**config.mk**
```make
export PLATFORM = sky130hd
export DESIGN_NAME = bmss_seq
export DESIGN_NICKNAME = d
export VERILOG_FILES = /design/src/core/bmss_pkg.sv /design/src/core/bmss_seq.sv
export SDC_FILE = /design/constraint.sdc
export NUM_CORES = 1
export LEC_CHECK = 0
export BUFFER_PORTS_ARGS = -buffer_cell sky130_fd_sc_hd__buf_2
export CAP_MARGIN = 20
export CORE_MARGIN = 2
export CORE_UTILIZATION = 54
export CTS_CLUSTER_SIZE = 16
export DETAILED_ROUTE_END_ITERATION = 10
export HOLD_SLACK_MARGIN = 0.03
export PLACE_DENSITY = 0.82
export REMOVE_ABC_BUFFERS = 1
export SLEW_MARGIN = 20
export SYNTH_ARGS = -nofsm -noshare
export SYNTH_HDL_FRONTEND = slang
export SYNTH_SLANG_ARGS = --single-unit
```
**constraint.sdc**
```tcl
create_clock -name clock -period 11.84 [get_ports clock]
set_input_delay 2.368 -clock clock [delete_from_list [all_inputs] [get_ports clock]]
set_output_delay 2.368 -clock clock [all_outputs]
set_load 0.005 [all_outputs]
```
**src/core/bmss_pkg.sv**
```systemverilog
package bmss_pkg;
    // ------------------------------------------------------------
    // launch methods
    // ------------------------------------------------------------
    localparam logic [1:0] LAUNCH_PARK1 = 2'h0;
    localparam logic [1:0] LAUNCH_PARK2 = 2'h1;
    localparam logic [1:0] LAUNCH_PROBE = 2'h2;
    localparam logic [1:0] LAUNCH_SLOW = 2'h3;
    // ------------------------------------------------------------
    // gate bit order {hs_a,hs_b,hs_c,ls_a,ls_b,ls_c}
    // ------------------------------------------------------------
    localparam logic [5:0] GATE_OFF = 6'h00;
    localparam logic [5:0] GATE_ALL_HS = 6'h38;
    localparam logic [5:0] GATE_ALL_LS = 6'h07;
    localparam logic [5:0] GATE_PARK_CB = 6'h0a; // hs_c + ls_b
    localparam logic [5:0] GATE_PARK_FWD2 = 6'h0c; // hs_c + ls_a
    // probe patterns: hs of first letter, ls of second
    localparam logic [5:0] PROBE_BC = 6'h11;
    localparam logic [5:0] PROBE_CB = 6'h0a;
    localparam logic [5:0] PROBE_AB = 6'h22;
    localparam logic [5:0] PROBE_BA = 6'h14;
    localparam logic [5:0] PROBE_CA = 6'h0c;
    localparam logic [5:0] PROBE_AC = 6'h21;
    localparam logic [5:0] LS_MASK = 6'h07;
    localparam logic [2:0] PROBE_LAST = 3'h5;
    localparam logic [8:0] DEG_FULL = 9'h168; // 360 degrees
    localparam logic [8:0] DEG_STEP = 9'h03c; // 60 degrees per probe slot
    // ------------------------------------------------------------
    // sequencer states
    // ------------------------------------------------------------
    typedef enum logic [3:0] {
        ST_IDLE = 4'h0,
        ST_SENSE = 4'h1,
        ST_COAST = 4'h2,
        ST_BRAKE = 4'h3,
        ST_LAUNCH = 4'h4,
        ST_PARK = 4'h5,
        ST_PROBE = 4'h6,
        ST_PROBE_GAP = 4'h7,
        ST_OPEN = 4'h8,
        ST_CLOSED = 4'h9,
        ST_REV_LOCK = 4'ha,
        ST_REV_DECEL = 4'hb
    } bmss_state_t;
endpackage

```
**src/core/bmss_seq.sv**
```systemverilog
module bmss_seq #(
    parameter int TW = 16,
    parameter int DW = 8
) (
    // clock and reset
    input wire logic clock,
    input wire logic rst,
    // command and configuration
    input wire logic run_request,
    input wire logic initial_motion_sense_enable,
    input wire logic rejoin_spinning_enable,
    input wire logic counter_rotation_drive_enable,
    input wire logic coast_enable,
    input wire logic brake_enable,
    input wire logic stop_clamp_side_select,
    input wire logic [TW-1:0] stop_clamp_duration,
    input wire logic [TW-1:0] coast_duration,
    input wire logic [1:0] launch_method_select,
    input wire logic [TW-1:0] dc_park_duration,
    input wire logic [DW-1:0] dc_park_duty,
    input wire logic [DW-1:0] dc_park_ramp_step,
    input wire logic probe_release_select,
    input wire logic [TW-1:0] probe_gap_duration,
    input wire logic [8:0] probe_drive_offset,
    // phase sensing from the analog front end
    input wire logic sense_done,
    input wire logic sense_spinning,
    input wire logic sense_reverse,
    input wire logic [8:0] sense_angle,
    input wire logic rev_speed_low,
    input wire logic rev_speed_zero,
    input wire logic current_over_park_limit,
    input wire logic current_over_probe_threshold,
    input wire logic open_loop_handoff_reached,
    input wire logic back_emf_commutate,
    // drive outputs
    output logic [5:0] gate_on,
    output logic [DW-1:0] drive_duty,
    output logic sense_active,
    output logic open_loop_active,
    output logic open_loop_reverse,
    output logic closed_loop_active,
    output logic slow_first_cycle_start,
    output logic [8:0] drive_angle,
    output logic [2:0] probe_winner,
    output logic [TW-1:0] probe_winner_time
);
    // ------------------------------------------------------------
    // sequencer state
    // ------------------------------------------------------------
    bmss_pkg::bmss_state_t state_reg, state_next;
    logic [TW-1:0] timer_reg, timer_next;
    logic [5:0] gate_reg, gate_next;
    logic [DW-1:0] duty_reg, duty_next;
    logic second_park_reg, second_park_next;
    logic [2:0] probe_idx_reg, probe_idx_next;
    logic [2:0] best_idx_reg, best_idx_next;
    logic [TW-1:0] best_time_reg, best_time_next;
    logic [8:0] angle_reg, angle_next;
    logic [2:0] comm_step_reg, comm_step_next;
    logic rev_reg, rev_next;
    logic sfc_reg, sfc_next;
    logic [5:0] probe_pattern;
    logic [DW:0] duty_sum;
    logic [9:0] angle_sum;
    logic [8:0] probe_angle;

    always_comb
    begin
        case (probe_idx_reg)
            3'h0: probe_pattern = bmss_pkg::PROBE_BC;
            3'h1: probe_pattern = bmss_pkg::PROBE_CB;
            3'h2: probe_pattern = bmss_pkg::PROBE_AB;
            3'h3: probe_pattern = bmss_pkg::PROBE_BA;
            3'h4: probe_pattern = bmss_pkg::PROBE_CA;
            default: probe_pattern = bmss_pkg::PROBE_AC;
        endcase
    end

    // probe pattern is 60 degrees per probe slot, so angle = slot * 60
    assign probe_angle = 9'(best_idx_reg * bmss_pkg::DEG_STEP);
    assign duty_sum = {1'b0, duty_reg} + {1'b0, dc_park_ramp_step};
    assign angle_sum = {1'b0, probe_angle} + {1'b0, probe_drive_offset};

    // ------------------------------------------------------------
    // next state
    // ------------------------------------------------------------
    always_comb
    begin
        state_next = state_reg;
        timer_next = timer_reg + TW'(1);
        gate_next = gate_reg;
        duty_next = duty_reg;
        second_park_next = second_park_reg;
        probe_idx_next = probe_idx_reg;
        best_idx_next = best_idx_reg;
        best_time_next = best_time_reg;
        angle_next = angle_reg;
        comm_step_next = comm_step_reg;
        rev_next = rev_reg;
        sfc_next = 1'b0;
        case (state_reg)
            bmss_pkg::ST_IDLE:
            begin
                gate_next = bmss_pkg::GATE_OFF;
                duty_next = '0;
                timer_next = '0;
                rev_next = 1'b0;
                if (run_request)
                begin
                    if (initial_motion_sense_enable)
                        state_next = bmss_pkg::ST_SENSE;
                    else if (brake_enable)
                        state_next = bmss_pkg::ST_BRAKE;
                    else
                        state_next = bmss_pkg::ST_LAUNCH;
                end
            end
            bmss_pkg::ST_SENSE:
            begin
                timer_next = '0;
                if (sense_done)
                begin
                    if (!sense_spinning)
                        state_next = brake_enable ? bmss_pkg::ST_BRAKE : bmss_pkg::ST_LAUNCH;
                    else if (!sense_reverse && rejoin_spinning_enable)
                    begin
                        angle_next = sense_angle;
                        state_next = bmss_pkg::ST_CLOSED;
                    end
                    else if (sense_reverse && counter_rotation_drive_enable)
                        state_next = bmss_pkg::ST_REV_LOCK;
                    else if (coast_enable)
                        state_next = bmss_pkg::ST_COAST;
                    else
                        state_next = brake_enable ? bmss_pkg::ST_BRAKE : bmss_pkg::ST_LAUNCH;
                end
            end
            bmss_pkg::ST_COAST:
            begin
                gate_next = bmss_pkg::GATE_OFF;
                if (timer_reg >= coast_duration)
                begin
                    timer_next = '0;
                    state_next = brake_enable ? bmss_pkg::ST_BRAKE : bmss_pkg::ST_LAUNCH;
                end
            end
            bmss_pkg::ST_BRAKE:
            begin
                gate_next = stop_clamp_side_select ? bmss_pkg::GATE_ALL_HS
                                                   : bmss_pkg::GATE_ALL_LS;
                if (timer_reg >= stop_clamp_duration)
                begin
                    timer_next = '0;
                    gate_next = bmss_pkg::GATE_OFF;
                    state_next = bmss_pkg::ST_LAUNCH;
                end
            end
            bmss_pkg::ST_LAUNCH:
            begin
                timer_next = '0;
                duty_next = '0;
                second_park_next = 1'b0;
                probe_idx_next = '0;
                best_idx_next = '0;
                best_time_next = '1;
                case (launch_method_select)
                    bmss_pkg::LAUNCH_PARK1, bmss_pkg::LAUNCH_PARK2:
                        state_next = bmss_pkg::ST_PARK;
                    bmss_pkg::LAUNCH_PROBE:
                        state_next = bmss_pkg::ST_PROBE;
                    default:
                    begin
                        sfc_next = 1'b1;
                        angle_next = '0;
                        state_next = bmss_pkg::ST_OPEN;
                    end
                endcase
            end
            bmss_pkg::ST_PARK:
            begin
                gate_next = second_park_reg ? bmss_pkg::GATE_PARK_FWD2
                                            : bmss_pkg::GATE_PARK_CB;
                // limiter holds duty rather than chopping the pattern
                if (current_over_park_limit)
                    duty_next = duty_reg;
                else if (duty_sum >= {1'b0, dc_park_duty})
                    duty_next = dc_park_duty;
                else
                    duty_next = duty_sum[DW-1:0];
                if (timer_reg >= dc_park_duration)
                begin
                    timer_next = '0;
                    duty_next = '0;
                    if (launch_method_select == bmss_pkg::LAUNCH_PARK2 && !second_park_reg)
                        second_park_next = 1'b1;
                    else
                    begin
                        angle_next = second_park_reg ? bmss_pkg::DEG_STEP : '0;
                        state_next = bmss_pkg::ST_OPEN;
                    end
                end
            end
            bmss_pkg::ST_PROBE:
            begin
                gate_next = probe_pattern;
                if (current_over_probe_threshold)
                begin
                    gate_next = probe_release_select ? bmss_pkg::GATE_OFF
                                                     : (probe_pattern & bmss_pkg::LS_MASK);
                    if (timer_reg < best_time_reg)
                    begin
                        best_time_next = timer_reg;
                        best_idx_next = probe_idx_reg;
                    end
                    timer_next = '0;
                    state_next = bmss_pkg::ST_PROBE_GAP;
                end
            end
            bmss_pkg::ST_PROBE_GAP:
            begin
                // gap length is the pulse rate; software sets it for decay
                if (timer_reg >= probe_gap_duration)
                begin
                    timer_next = '0;
                    gate_next = bmss_pkg::GATE_OFF;
                    if (probe_idx_reg == bmss_pkg::PROBE_LAST)
                        state_next = bmss_pkg::ST_OPEN;
                    else
                    begin
                        probe_idx_next = probe_idx_reg + 3'h1;
                        state_next = bmss_pkg::ST_PROBE;
                    end
                    if (probe_idx_reg == bmss_pkg::PROBE_LAST)
                        angle_next = (angle_sum >= {1'b0, bmss_pkg::DEG_FULL})
                            ? 9'(angle_sum - {1'b0, bmss_pkg::DEG_FULL})
                            : angle_sum[8:0];
                end
            end
            bmss_pkg::ST_REV_LOCK:
            begin
                rev_next = 1'b1;
                if (rev_speed_low)
                    state_next = bmss_pkg::ST_REV_DECEL;
            end
            bmss_pkg::ST_REV_DECEL:
            begin
                if (rev_speed_zero)
                begin
                    rev_next = 1'b0;
                    angle_next = sense_angle;
                    state_next = bmss_pkg::ST_OPEN;
                end
            end
            bmss_pkg::ST_OPEN:
            begin
                // handoff to closed loop in the forward direction only; reverse drive ends in ST_REV_DECEL
                gate_next = bmss_pkg::GATE_OFF;
                if (open_loop_handoff_reached)
                    state_next = bmss_pkg::ST_CLOSED;
            end
            bmss_pkg::ST_CLOSED:
            begin
                if (back_emf_commutate)
                    comm_step_next = (comm_step_reg == bmss_pkg::PROBE_LAST)
                        ? 3'h0 : comm_step_reg + 3'h1;
                if (!run_request)
                    state_next = bmss_pkg::ST_IDLE;
            end
            default:
                state_next = bmss_pkg::ST_IDLE;
        endcase
        if (!run_request && state_reg != bmss_pkg::ST_CLOSED)
            state_next = bmss_pkg::ST_IDLE;
    end

    always_ff @(posedge clock)
    begin
        if (rst)
        begin
            state_reg <= bmss_pkg::ST_IDLE;
            timer_reg <= '0;
            gate_reg <= bmss_pkg::GATE_OFF;
            duty_reg <= '0;
            second_park_reg <= 1'b0;
            probe_idx_reg <= '0;
            best_idx_reg <= '0;
            best_time_reg <= '1;
            angle_reg <= '0;
            comm_step_reg <= '0;
            rev_reg <= 1'b0;
            sfc_reg <= 1'b0;
        end
        else
        begin
            state_reg <= state_next;
            timer_reg <= timer_next;
            gate_reg <= gate_next;
            duty_reg <= duty_next;
            second_park_reg <= second_park_next;
            probe_idx_reg <= probe_idx_next;
            best_idx_reg <= best_idx_next;
            best_time_reg <= best_time_next;
            angle_reg <= angle_next;
            comm_step_reg <= comm_step_next;
            rev_reg <= rev_next;
            sfc_reg <= sfc_next;
        end
    end

    // ------------------------------------------------------------
    // outputs
    // ------------------------------------------------------------
    // closed-loop gating belongs to the commutation block downstream
    logic sense_q, open_q, closed_q;
    always_ff @(posedge clock)
    begin
        if (rst)
        begin
            sense_q <= 1'b0;
            open_q <= 1'b0;
            closed_q <= 1'b0;
        end
        else
        begin
            sense_q <= state_next == bmss_pkg::ST_SENSE;
            open_q <= state_next == bmss_pkg::ST_OPEN || state_next == bmss_pkg::ST_REV_LOCK
                || state_next == bmss_pkg::ST_REV_DECEL;
            closed_q <= state_next == bmss_pkg::ST_CLOSED;
        end
    end

    assign gate_on = gate_reg;
    assign drive_duty = duty_reg;
    assign sense_active = sense_q;
    assign open_loop_active = open_q;
    assign open_loop_reverse = rev_reg;
    assign closed_loop_active = closed_q;
    assign slow_first_cycle_start = sfc_reg;
    assign drive_angle = angle_reg;
    assign probe_winner = best_idx_reg;
    assign probe_winner_time = best_time_reg;
endmodule

```
# [Yosys cells after proc, flatten, opt, wreduce, memory -nomap -nowiden]
# Index checks and enable logic that the tools add are counted.
# W data, S select, Z words.
[totals] ff_bits=71 in_bits=119 out_inout_bits=47 elab_cells=165
[op_classes] add_sub_neg=5 mul=1 n_lt_le_gt_ge=7 n_eq_ne=38 muxes=67 bitwise=1 reduce_logical=32
[ops] op="$mux W16" n=7
[ops] op="$pmux W16 S6" n=1
[ops] op="$mux W9" n=10
[ops] op="$mux W4" n=18
[ops] op="$ge A16 B16 Y1" n=4
[ops] op="$pmux W6 S5" n=2
[ops] op="$pmux W4 S12" n=1
[ops] op="$pmux W9 S5" n=1
[ops] op="$eq A4 B4 Y1 const B" n=8
[ops] op="$pmux W16 S2" n=1
[ops] op="$mux W6" n=5
[ops] op="$ne A2 B2 Y1 const B" n=13
[ops] op="$mux W3" n=8
[ops] op="$mux W8" n=3
[ops] op="$add A16 B1 Y16 const B" n=1
[ops] op="$eq A4 B3 Y1 const B" n=4
[ops] op="$lt A16 B16 Y1" n=1
[ops] op="$pmux W8 S2" n=1
[ops] op="$pmux W3 S2" n=2
[ops] op="$add A9 B9 Y10" n=1
[ops] op="$ge A10 B9 Y1 const B" n=1
[ops] op="$reduce_and A10 Y1" n=1
[ops] op="$reduce_bool A5 Y1" n=2
[ops] op="$add A8 B8 Y9" n=1
[ops] op="30 further kinds" n=54

# [Longest topological paths before layout]
[logic_depth] depth_word=11 depth_mapped=18 mapped_depth_nobuf=17

# [Least setup slack after synthesis]
# No wires, ideal clock.
[synth_path] path_kind="input to register" start="input dc_park_ramp_step[0]" end="register duty_reg[2], in the netlist drive_duty[2]" setup_ns=0.123 arrival_time_ns=5.127 t_required_ns=11.717 slack_ns=6.590 stages=13 path_buffers=0 cell_sequence="ha_1 fa_1 a21o_1 a21oi_2 o21bai_1 a21oi_1 xnor2_1 ha_1 a211oi_1 o21ai_0 a2111oi_4 mux2i_1 o21ai_2"
[synth_via] elab_chain_cells=6
[synth_lines] element="start, declared" line_no="bmss_seq.sv:21" text="input wire logic [DW-1:0] dc_park_ramp_step,"
[synth_lines] element="$add A8 B8 Y9 (*)" line_no="bmss_seq.sv:82" text="assign duty_sum = {1'b0, duty_reg} + {1'b0, dc_park_ramp_step};"
[synth_lines] element="$ge A9 B8 Y1" line_no="bmss_seq.sv:187" text="else if (duty_sum >= {1'b0, dc_park_duty})"
[synth_lines] element="$mux W8 (*)" line_no="bmss_seq.sv:187"
[synth_lines] element="$mux W8 (*)" line_no="bmss_seq.sv:185" text="if (current_over_park_limit)"
[synth_lines] element="$mux W8 (*)" line_no="bmss_seq.sv:191" text="if (timer_reg >= dc_park_duration)"
[synth_lines] element="$pmux W8 S2 (*)" line_no="bmss_seq.sv:102" text="case (state_reg)"
[synth_lines] element="end signal, assigned" line_no="bmss_seq.sv:299" text="duty_reg <= duty_next;"
[synth_lines] element="end, declared" line_no="bmss_seq.sv:54" text="logic [DW-1:0] duty_reg, duty_next;"
# Mark *: on every way between the ends. The rest lies on a longest branch, timed or not. The select of a mux whose other input is x is not followed.
# A chain may end at the register's enable or synchronous reset.

# [Final worst setup path]
[layout_path] start="input dc_park_ramp_step[0]" end="register duty_reg[6], in the netlist drive_duty[6]"
# The elaborated chain is that of the path after synthesis.

==> results.json <==
{
  "power-per-cell-area_mw_per_mm2": 77.3,
  "r2r_start": "probe_winner[1]",
  "cts_buffer_depth": 2,
  "start_util_pct": 55.4,
  "io-pin-count": 166,
  "cts_buffers": 9,
  "die_area_mm2": 0.0132,
  "cp_common_cell": "ha_1",
  "ys.flop_type": "dfxtp_1",
  "overflow": 0,
  "dr.first_iter.drc_count": 478,
  "critPathLaunch": "dc_park_ramp_step[0]",
  "critPathMaxStageDelay_ns": 0.77,
  "crit_slowest_cell": "a2111oi_4",
  "grt_pass1_wl_um": 27300,
  "drv_slew": 0,
  "endpoint": "drive_duty[6]",
  "drt-pass1-iter-count": 5,
  "antenna_found_initial": 0,
  "cts-htree-levels": 3,
  "path_max_fanout": 8,
  "post_cts_buffers": 0,
  "maxCapViolations": 0,
  "area_growth_pct": 18.4,
  "endpoint_kind": "flop",
  "final_util_pct": 65.6,
  "min_path_type": "reg2reg",
  "regArea_mm2": 0.00142,
  "syn_area_mm2": 0.00666,
  "coreArea_mm2": 0.0120,
  "place_congestion": 0.957,
  "rows": 40,
  "yosysUniqueCellTypes": 75,
  "grt_max_degree": 24,
  "hold_path_depth": 2,
  "setup-tns-final_ns": 0,
  "crit_arrival_ns": 5.61,
  "die_h_um": 115,
  "period_minus_slack_ns": 5.39,
  "wl_per_cell_um": 14.9,
  "multi_input_area_mm2": 0.00471,
  "grt_use_total_pct": 25.5,
  "vias": 6490,
  "tightest_slew_ns": 0.924,
  "route.detailed.drc": 0,
  "ff2ff_setup_slack_ns": 7.59,
  "setup_viol": 0,
  "syn_area_per_cell_um2": 8.05,
  "synthTopCellsByArea": "ha_1 (22%), dfxtp_1 (21%), inv_1 (6.6%)",
  "skew_ns": 0.00694,
  "yosys.area.top_type": "ha_1",
  "crit_type": "in2reg",
  "ys_seq_area_share_pct": 21.4,
  "antenna_cells": 0,
  "path_clk_slew_ns": 0.06,
  "io_buffers": 164,
  "cp_data_required_time_ns": 12.06,
  "leakagePower_nw": 4.14,
  "async_flop_share_pct": 0,
  "synth_top_area_share_pct": 22.0,
  "synth-edff-count": 0,
  "ys_seq_elements": 71,
  "syn_inst": 827,
  "grt_pass1_vias": 5755,
  "peakVddDrop_mv": 0.0659,
  "grt_setup_unrepaired": "no",
  "vias_per_cell": 5.73,
  "drive_gt1_share_pct": 20.4,
  "r2r_cells": 15,
  "cts_tree": "yes",
  "timing.fmax_mhz": 185,
  "ctsHoldBuffers": 0,
  "cts_resized": 0,
  "startpoint_type": "input pin",
  "crit_chain": "buf_2 > ha_1 > fa_1 > a21o_1 > a21oi_2 > o21bai_1 > a21oi_1 > xnor2_1 > ha_1 > a211oi_1 > o21ai_0 > a2111oi_4 > mux2i_1 > o21ai_1",
  "hold_viol_final": 0,
  "n_fill_cell": 1016,
  "status": "finished, final reports clean",
  "ys_warn_count": 0,
  "dp.final_hpwl_um": 13300,
  "root_buffer": "clkbuf_16",
  "whs_ns": 0.462,
  "die_w_um": 115,
  "nNetsFinal": 1222,
  "timing.rr.end": "drive_angle[5]",
  "postRouteAntennaNets": 0,
  "max_slew_margin_pct": 38.2,
  "wl_um": 16800,
  "cts_sinks": 71,
  "insertion_delay_ns": 0.34,
  "period_share_pct": 45.5
}
-- worst min-delay path by stage --
stage / start / endpoint / slack, ns
global placement: drive_angle[2] / drive_angle[2] / 0.45
finish: drive_angle[2] / drive_angle[2] / 0.46
CTS: drive_angle[2] / drive_angle[2] / 0.47
floorplan: drive_angle[2] / drive_angle[2] / 0.45
detailed placement: drive_angle[2] / drive_angle[2] / 0.45
global route: drive_duty[7] / drive_duty[7] / 0.48
-- layout make-up --
cell class | count | area share (%)
repair buffers | 165 | 10.5
well taps | 147 | 2.33
multi-input cells | 617 | 59.7
inverters | 117 | 5.57
flip-flops and latches | 71 | 18.0
clock buffers | 9 | 2.86
clock inverters | 7 | 0.937
-- metal layers --
| layer | up-vias | GRT usage [%] | wire (um) |
|---|---|---|---|
| li1 | 3303 | - | - |
| met1 | 2939 | 34.5 | 7880 |
| met2 | 227 | 41.8 | 7620 |
| met3 | 21 | 4.69 | 1140 |
| met4 | 0 | 6.67 | 201 |
| met5 | - | 0 | 0 |
-- Yosys cell counts, drive strengths merged, types with 7 or more instances --
library cell,n
inv,117
o211ai,8
nand2,54
or3,7
o22a,17
and3,9
nor2,59
ha,117
xor2,13
nand3,28
mux2i,10
dfxtp,71
a21oi,45
clkbuf,16
xnor2,12
a221oi,11
nor2b,11
nand4,12
nor3,16
a211oi,13
o21ai,48
nand2b,12
a21o,16
-- kinds of logic after synthesis --
logic type               count (synthesis)  synth area share, %
multiplexers                            13                 2.01
flip-flops                              71                 21.4
AO/OA/AOI/OAI                          227                 24.4
adder cells (fa/ha/maj)                122                 23.5
AND/OR/NAND/NOR                        230                 17.4
XOR/XNOR                                25                 3.29
buffers and inverters                  139                 8.01
-- power by group --
part           leakage (nW)  switching, mW  total, mW  internal, mW
registers             0.573        0.00391      0.246         0.242
clock network         0.134          0.107      0.270         0.163
logic                  3.43         0.0498     0.0928        0.0430
-- critical path: cells and delay by family --
family | cells | cell delay (ns)
xor gates and xnor gates | 1 | 0.11
AOI/OAI and AO/OA | 8 | 1.89
muxes | 1 | 0.29
buffers and inverters | 1 | 0.10
adders and majority gates | 3 | 0.84
-- per-stage QoR --
step | area (um^2) | power, mW | worst slack (ns) | std cells
2_1_floorplan | 6560 | 0.303 | 6.59 | 805
3_3_place_gp | 7570 | 0.340 | 6.23 | 1117
3_5_place_dp | 7570 | 0.342 | 6.06 | 1117
4_1_cts | 7870 | 0.612 | 6.43 | 1133
5_1_grt | 7880 | 0.633 | 6.14 | 1133
6_report | 7880 | 0.609 | 6.45 | 1133
-- cell usage in the layout (no fill, tap or decap), drive strengths merged, types with 6 or more instances in the layout --
cell and count:
nand2 54, or3 7, a2111oi 6, nand2b 12
buf 165, nand4 12, o21ai 48, xnor2 12
inv 117, o211ai 8, nor2b 11, nand3 28
clkbuf 9, a21oi 45, a221oi 11, o22a 17
nor2 59, a211o 6, a21o 16, xor2 13
a211oi 13, dfxtp 71, ha 117, nor3 16
mux2i 10, and3 9
Note: power is estimated with default switching activity, not from simulation.
